### config.mk
export PLATFORM = sky130hd
export DESIGN_NAME = pes_top
export DESIGN_NICKNAME = d
export VERILOG_FILES = /design/src/pes_pkg.sv /design/src/pes_counter.sv /design/src/pes_top.sv
export VERILOG_INCLUDE_DIRS = /design/src
export SDC_FILE = /design/constraint.sdc
export NUM_CORES = 1
export LEC_CHECK = 0
export BUFFER_PORTS_ARGS = -buffer_cell sky130_fd_sc_hd__buf_2
export CAP_MARGIN = 25
export CORE_ASPECT_RATIO = 0.5
export CORE_MARGIN = 2
export CORE_UTILIZATION = 53
export CTS_BUF_LIST = sky130_fd_sc_hd__clkbuf_2 sky130_fd_sc_hd__clkbuf_4 sky130_fd_sc_hd__clkbuf_8
export DETAILED_ROUTE_END_ITERATION = 12
export GPL_TIMING_DRIVEN = 0
export PLACE_DENSITY = 0.82
export SLEW_MARGIN = 20
export SYNTH_ARGS = -nofsm -noshare
export SYNTH_HDL_FRONTEND = slang
export SYNTH_HIERARCHICAL = 1
export SYNTH_SLANG_ARGS = --single-unit
### constraint.sdc
create_clock -name clk -period 2.2 [get_ports clk]
set_input_delay 0.11 -clock clk [delete_from_list [all_inputs] [get_ports clk]]
set_output_delay 0.11 -clock clk [all_outputs]
set_load 0.05 [all_outputs]
### src/pes_defs.svh
// Event codes, unit masks, field positions and widths of the event selector
// Assumes inclusion by pes_pkg.sv and the design modules
`ifndef PES_DEFS_SVH
`define PES_DEFS_SVH

`define PES_CODE_W        8
`define PES_COUNT_W       40

`define PES_EV_DIV        8'h13
`define PES_EV_DIV_BUSY   8'h14
`define PES_EV_DIV_IDLE   8'h18
`define PES_EV_BYPASS     8'h19
`define PES_EV_ADDR_BUS   8'h21
`define PES_EV_READ_DATA  8'h23

`define PES_UM_NONE       8'h00
`define PES_UM_FLOAT      8'h00
`define PES_UM_VECTOR     8'h01
`define PES_UM_LOAD       8'h02

`define PES_CORE_HI       7
`define PES_CORE_LO       6
`define PES_CORE_THIS     2'h1
`define PES_CORE_BOTH     2'h3

`define PES_COUNT_RESET   40'h00_0000_0000
`define PES_COUNT_ONE     40'h00_0000_0001

`endif

### src/pes_pkg.sv
// Types shared by the event selector and its counters
// Assumes pes_defs.svh is on the include path
`include "pes_defs.svh"

package pes_pkg;
	typedef logic [`PES_CODE_W-1:0]  pes_code_t;
	typedef logic [`PES_COUNT_W-1:0] pes_count_t;
	typedef logic [1:0]              pes_core_t;
endpackage

### src/pes_counter.sv
// One general counter with synchronous clear and a one-bit increment
// Assumes a single clock and a synchronous active-low reset
`timescale 1ns/10ps
`include "pes_defs.svh"

module pes_counter (
	input  wire logic              clk,
	input  wire logic              rstn,
	input  wire logic              clear,
	input  wire logic              inc,
	output pes_pkg::pes_count_t    count_r
);

	always_ff @(posedge clk) begin
		if (!rstn) begin
			count_r <= `PES_COUNT_RESET;
		end else if (clear) begin
			// An increment in the clear cycle is kept
			count_r <= inc ? `PES_COUNT_ONE : `PES_COUNT_RESET;
		end else if (inc) begin
			count_r <= count_r + `PES_COUNT_ONE;
		end
	end

endmodule // pes_counter

### src/pes_top.sv
// Event detection and selection for the two general counters
// Assumes all event inputs are synchronous to clk, one bit per core cycle
`timescale 1ns/10ps
`include "pes_defs.svh"

// What this block does
// - Code 13H mask 00H counts divides, counter one
// - Code 14H mask 00H: divider-busy cycles, counter zero
// - Code 18H counts divider-only-active cycles, counter zero
// - Code 19H mask 00H: float bypass, counter one
// - Code 19H mask 01H: vector bypass, counter one
// - Code 19H mask 02H: load bypass, counter one
// - Code 21H counts address bus busy cycles
// - Code 23H counts read data bus busy cycles
// - Mask selects this core or both cores
module pes_top (
	input  wire logic              clk,
	input  wire logic              rstn,
	input  pes_pkg::pes_code_t     sel0_event,
	input  pes_pkg::pes_code_t     sel0_umask,
	input  wire logic              sel0_enable,
	input  wire logic              sel0_clear,
	input  pes_pkg::pes_code_t     sel1_event,
	input  pes_pkg::pes_code_t     sel1_umask,
	input  wire logic              sel1_enable,
	input  wire logic              sel1_clear,
	input  wire logic              div_issue,
	input  wire logic              div_busy,
	input  wire logic              exec_busy_young,
	input  wire logic              load_busy_young,
	input  wire logic              float_bypass_penalty,
	input  wire logic              vector_bypass_penalty,
	input  wire logic              load_bypass_penalty,
	input  wire logic              addr_bus_this,
	input  wire logic              addr_bus_other,
	input  wire logic              read_data_this,
	input  wire logic              read_data_other,
	output pes_pkg::pes_count_t    general_counter_zero,
	output pes_pkg::pes_count_t    general_counter_one,
	output logic                   sel0_valid_r,
	output logic                   sel1_valid_r
);

	logic inc0_r;
	logic inc1_r;
	logic clear0_r;
	logic clear1_r;
	logic div_only;
	logic second_level_addr_bus_cycles_this;
	logic second_level_addr_bus_cycles_both;
	logic second_level_read_data_cycles_this;
	logic second_level_read_data_cycles_both;
	logic valid0;
	logic valid1;
	logic hit0;
	logic hit1;

	// Divider busy with no younger micro-op active anywhere else
	assign div_only = div_busy & ~exec_busy_young & ~load_busy_young;

	// Shared bus occupancy per qualifier
	assign second_level_addr_bus_cycles_this = addr_bus_this;
	assign second_level_addr_bus_cycles_both =
		addr_bus_this | addr_bus_other;
	assign second_level_read_data_cycles_this = read_data_this;
	assign second_level_read_data_cycles_both =
		read_data_this | read_data_other;

	// Core qualifier taken from the upper unit-mask bits
	function automatic logic bus_hit(
		input pes_pkg::pes_code_t umask,
		input logic               this_core,
		input logic               both_core
	);
		pes_pkg::pes_core_t core;
		core = umask[`PES_CORE_HI:`PES_CORE_LO];
		case (core)
			`PES_CORE_THIS: bus_hit = this_core;
			`PES_CORE_BOTH: bus_hit = both_core;
			default:        bus_hit = 1'b0;
		endcase
	endfunction

	// Encodings legal on counter zero
	function automatic logic legal_zero(
		input pes_pkg::pes_code_t code,
		input pes_pkg::pes_code_t umask
	);
		case (code)
			`PES_EV_DIV_BUSY:  legal_zero = (umask == `PES_UM_NONE);
			`PES_EV_DIV_IDLE:  legal_zero = (umask == `PES_UM_NONE);
			`PES_EV_ADDR_BUS,
			`PES_EV_READ_DATA: legal_zero =
				(umask[`PES_CORE_HI:`PES_CORE_LO] == `PES_CORE_THIS) |
				(umask[`PES_CORE_HI:`PES_CORE_LO] == `PES_CORE_BOTH);
			default:           legal_zero = 1'b0;
		endcase
	endfunction

	// Encodings legal on counter one
	function automatic logic legal_one(
		input pes_pkg::pes_code_t code,
		input pes_pkg::pes_code_t umask
	);
		case (code)
			`PES_EV_DIV:       legal_one = (umask == `PES_UM_NONE);
			`PES_EV_BYPASS:    legal_one = (umask == `PES_UM_FLOAT) |
				(umask == `PES_UM_VECTOR) | (umask == `PES_UM_LOAD);
			`PES_EV_ADDR_BUS,
			`PES_EV_READ_DATA: legal_one =
				(umask[`PES_CORE_HI:`PES_CORE_LO] == `PES_CORE_THIS) |
				(umask[`PES_CORE_HI:`PES_CORE_LO] == `PES_CORE_BOTH);
			default:           legal_one = 1'b0;
		endcase
	endfunction

	assign valid0 = legal_zero(sel0_event, sel0_umask);
	assign valid1 = legal_one(sel1_event, sel1_umask);

	// Event selection for counter zero
	always_comb begin
		hit0 = 1'b0;
		case (sel0_event)
			`PES_EV_DIV_BUSY: begin
				hit0 = div_busy;
			end
			`PES_EV_DIV_IDLE: begin
				hit0 = div_only;
			end
			`PES_EV_ADDR_BUS: begin
				hit0 = bus_hit(sel0_umask,
					second_level_addr_bus_cycles_this,
					second_level_addr_bus_cycles_both);
			end
			`PES_EV_READ_DATA: begin
				hit0 = bus_hit(sel0_umask,
					second_level_read_data_cycles_this,
					second_level_read_data_cycles_both);
			end
			default: begin
				hit0 = 1'b0;
			end
		endcase
	end

	// Event selection for counter one
	always_comb begin
		hit1 = 1'b0;
		case (sel1_event)
			`PES_EV_DIV: begin
				hit1 = div_issue;
			end
			`PES_EV_BYPASS: begin
				case (sel1_umask)
					`PES_UM_FLOAT:  hit1 = float_bypass_penalty;
					`PES_UM_VECTOR: hit1 = vector_bypass_penalty;
					`PES_UM_LOAD:   hit1 = load_bypass_penalty;
					default:        hit1 = 1'b0;
				endcase
			end
			`PES_EV_ADDR_BUS: begin
				hit1 = bus_hit(sel1_umask,
					second_level_addr_bus_cycles_this,
					second_level_addr_bus_cycles_both);
			end
			`PES_EV_READ_DATA: begin
				hit1 = bus_hit(sel1_umask,
					second_level_read_data_cycles_this,
					second_level_read_data_cycles_both);
			end
			default: begin
				hit1 = 1'b0;
			end
		endcase
	end

	// Registered increment for counter zero
	always_ff @(posedge clk) begin
		if (!rstn) begin
			inc0_r <= 1'b0;
		end else begin
			inc0_r <= sel0_enable & valid0 & hit0;
		end
	end

	// Registered increment for counter one
	always_ff @(posedge clk) begin
		if (!rstn) begin
			inc1_r <= 1'b0;
		end else begin
			inc1_r <= sel1_enable & valid1 & hit1;
		end
	end

	// Clear requests aligned with the increment stage
	always_ff @(posedge clk) begin
		if (!rstn) begin
			clear0_r <= 1'b0;
			clear1_r <= 1'b0;
		end else begin
			clear0_r <= sel0_clear;
			clear1_r <= sel1_clear;
		end
	end

	// Selection status
	always_ff @(posedge clk) begin
		if (!rstn) begin
			sel0_valid_r <= 1'b0;
			sel1_valid_r <= 1'b0;
		end else begin
			sel0_valid_r <= valid0;
			sel1_valid_r <= valid1;
		end
	end

	pes_counter u_counter_zero (
		.clk     (clk),
		.rstn    (rstn),
		.clear   (clear0_r),
		.inc     (inc0_r),
		.count_r (general_counter_zero)
	);

	pes_counter u_counter_one (
		.clk     (clk),
		.rstn    (rstn),
		.clear   (clear1_r),
		.inc     (inc1_r),
		.count_r (general_counter_one)
	);

endmodule // pes_top

==> metrics.md <==
| Metric | Value |
|---|---|
| Status | `completed` |
| Die W | `131 um` |
| Critical Path Fanout Max | `10` |
| Post-layout minimum cycle time | `2.01 ns` |
| Layout cells sized above 1 | `30.1%` |
| GRT Total Usage | `~23%` |
| Clock Tree Root | `clkbuf_8` |
| Fill count | `680` |
| Endpoints failing setup | `0` |
| # DRC | `0` |
| Design area | `between 5000 and 6000 um2` |
| Initial antenna violation count | `0` |
| Initial cell density of the core | `between 50% and 60%` |
| Core Footprint | `between 7000 and 8000 um2` |
| Post-synth EDFFs | `0` |
| # port buffers | `130` |
| Via density | `around 5.5` |
| Worst Skew | `0.00870 ns` |
| Fin Hold WS | `0.105 ns` |
| Tcrit/Tclk final | `between 90% and 100%` |
| Syn Nets | `534` |
| Library cells used by synthesis | `55` |
| Initial DRC count | `253` |
| First-pass GRT wire length | `~17000 um` |
| Register area | `1730 um2` |
| Drt total wl | `10200 um` |
| P per Cell Area | `548 nW/um2` |
| Area growth, synth to finish | `24.6%` |
| #FFs+latches synth | `86` |
| Pleak | `2.25 nW` |
| Max rail drop VDD | `0.430 mV` |
| Worst-margin pin slew | `roughly 0.51 ns` |
| Vias in the first global route | `around 3600` |
| Dpl ws | `0.211 ns` |
| Async SR Flop Fraction | `0%` |
| Worst hold stages | `2` |
| Die Y | `between 60 and 70 um` |
| CTS Buf Count | `9` |
| Via count | `between 4000 and 5000` |
| Worst-Skew Late Latency | `~0.37 ns` |
| CTS clk-pin slew, worst paths | `around 0.08 ns` |
| H-tree depth | `3` |
| Setup Buffers After CTS | `0` |
| Synth Flop Type | `dfxtp_1` |
| Seq/Total Area, Yosys | `40.1%` |
| Final Hold Fails | `0` |
| FP Rows | `23` |
| Max Fclk | `497 MHz` |
| Overflow after GRT | `0` |
| Clk sinks | `86` |
| Clock Path Buffers | `2` |
| Post-DP HPWL | `7530 um` |
| Startpoint Class | `flip-flop` |
| Setup TNS | `0 ns` |
| Pin count of the biggest net entering global routing | `14` |
| Synthesized area per cell | `8.89 um2` |
| Area occupied by multi-input gates | `2480 um2` |
| Hold Path Class | `input port to flip-flop` |
| Die ar. | `about 9000 um2` |
| Synthesized instance count | `a little under 500` |
| Synth warnings | `6` |
| Crit Path Class | `flip-flop to flip-flop` |
| CTS tree | `built` |
| Placed cell area | `just over 5000 um2` |
| Wire per inst | `13.7 um` |
| Num ports | `131` |
| Worst setup slack after layout | `0.188 ns` |
| Final GP Congestion | `0.868` |
| Antenna violation net count after detailed routing | `0` |
| Worst relative slew slack | `66.0%` |
| WP data arrival | `2.31 ns` |
| Max-cap violation count | `0` |
| Critical Path End Type | `flip-flop` |
| Worst reg-to-reg path cell count | `7` |
| Final max-slew violation count | `0` |
| Worst path required time | `2.50 ns` |
| RSZ-0062 raised after global routing | `false` |
| Pre-antenna DRT Iters | `5` |
| # diodes | `0` |
| Post-synth design cell area | `4290 um2` |
| Final #Nets | `678` |
==> what timing repair did <==
| item | 4_1_cts | 5_1_grt |
|---|---|---|
| endpoints found under the hold margin | 3 | 0 |
| endpoints found under the setup margin | 0 | 1 |
| gates resized for setup | 0 | 1 |
| hold buffers | 3 | 0 |
==> cell usage in the layout, fill, tap and decap left out, drive strengths merged, types with 5 or more instances in the layout <==
cell type  count
a21oi         30
and2           7
and3           5
buf          134
clkbuf        20
dfxtp         86
inv           10
mux2i          5
nand2         49
nand2b         6
nand3         20
nand4         30
nor2          63
nor3          11
o21ai         14
o31ai         16
or3           12
or4           18
xnor2          9
xor2          36
==> cells by family after synthesis <==
logic type / count (synthesis) / synth area share [%]
mux: 7 / 1.78
xor+xnor: 45 / 9.18
compound gates: 74 / 11.2
buf+inv: 22 / 2.33
simple gates: 247 / 34.8
flops: 86 / 40.1
fa+ha+maj: 2 / 0.583
==> flip-flops by register name, summed over array words and instances (netlist names) <==
register	cells
sel1_valid_r	1
clear1_r	1
u_counter_one/count_r	40
sel0_valid_r	1
clear0_r	1
inc1_r	1
u_counter_zero/count_r	40
inc0_r	1
==> cells in the mapped netlist (3+ instances only) <==
| cell type | instances | area share (%) |
|---|---|---|
| nor4b_1 | 3 | 0.61 |
| nor3_1 | 6 | 0.70 |
| and3_1 | 3 | 0.44 |
| nor2_1 | 57 | 5.0 |
| a21oi_1 | 30 | 3.5 |
| nand3_1 | 20 | 2.3 |
| o21ai_0 | 14 | 1.6 |
| nand4_4 | 4 | 2.0 |
| xnor2_1 | 9 | 1.8 |
| nor3_2 | 5 | 1.2 |
| and2_1 | 5 | 0.73 |
| xor2_1 | 36 | 7.3 |
| nand3b_1 | 3 | 0.52 |
| dfxtp_1 | 86 | 40 |
| nand2_1 | 49 | 4.3 |
| nand2b_1 | 6 | 0.87 |
| or3_1 | 12 | 1.7 |
| inv_1 | 10 | 0.87 |
| or4_1 | 18 | 3.1 |
| clkbuf_1 | 8 | 0.70 |
| o31ai_1 | 16 | 2.8 |
| nor2_4 | 4 | 1.0 |
| nand4_1 | 22 | 3.2 |
| nand4_2 | 4 | 1.2 |
| nor2b_1 | 3 | 0.44 |
| mux2i_1 | 5 | 1.2 |
==> layer usage <==
metal	GRT usage, %	vias up	wire length (um)
li1	-	2045	-
met5	0	-	0
met3	6.53	11	550
met1	27.8	1895	4580
met2	42.1	111	4960
met4	6.52	0	121
==> path summary, 6_finish.rpt <==
kind                              start                         end  slack [ns]
max            u_counter_one/count_r[0]   u_counter_one/count_r[36]        0.19
max reg2reg    u_counter_one/count_r[0]   u_counter_one/count_r[36]        0.19
min reg2reg  u_counter_zero/count_r[39]  u_counter_zero/count_r[39]        0.48
min                                rstn   u_counter_zero/count_r[0]        0.10
==> through the flow <==
stage | utilization, % | std cells | power (mW)
floorplan | - | 483 | 1.65
global placement | 64.1 | 725 | 1.72
detailed placement | 64.1 | 725 | 1.72
CTS | 67.3 | 744 | 2.97
global route | 67.4 | 744 | 3.03
finish | 67.4 | 744 | 2.93
==> area by class of cell <==
class / instances / area share [%]
multi-input combinational: 375 / 46.4
sequential: 86 / 32.3
timing repair buffer: 133 / 12.7
clock buffer: 12 / 2.85
tap: 112 / 2.62
clock inverter: 4 / 1.31
buffer: 12 / 1.17
inverter: 10 / 0.701
==> worst max-delay path: stages, from the launching register on <==
cell and delay (ns):
dfxtp_2 0.37, ha_1 0.20, o211ai_2 0.20, nor2_4 0.22, nand4_4 0.14, buf_6 0.16, or4_1 0.50, a21oi_1 0.15
==> power breakdown <==
group / internal (mW) / switching (mW)
Sequential: 1.56 / 0.00278
Combinational: 0.0599 / 0.0657
Clock: 0.693 / 0.554
Total: 2.31 / 0.623
(Power assumes the default switching activity.)
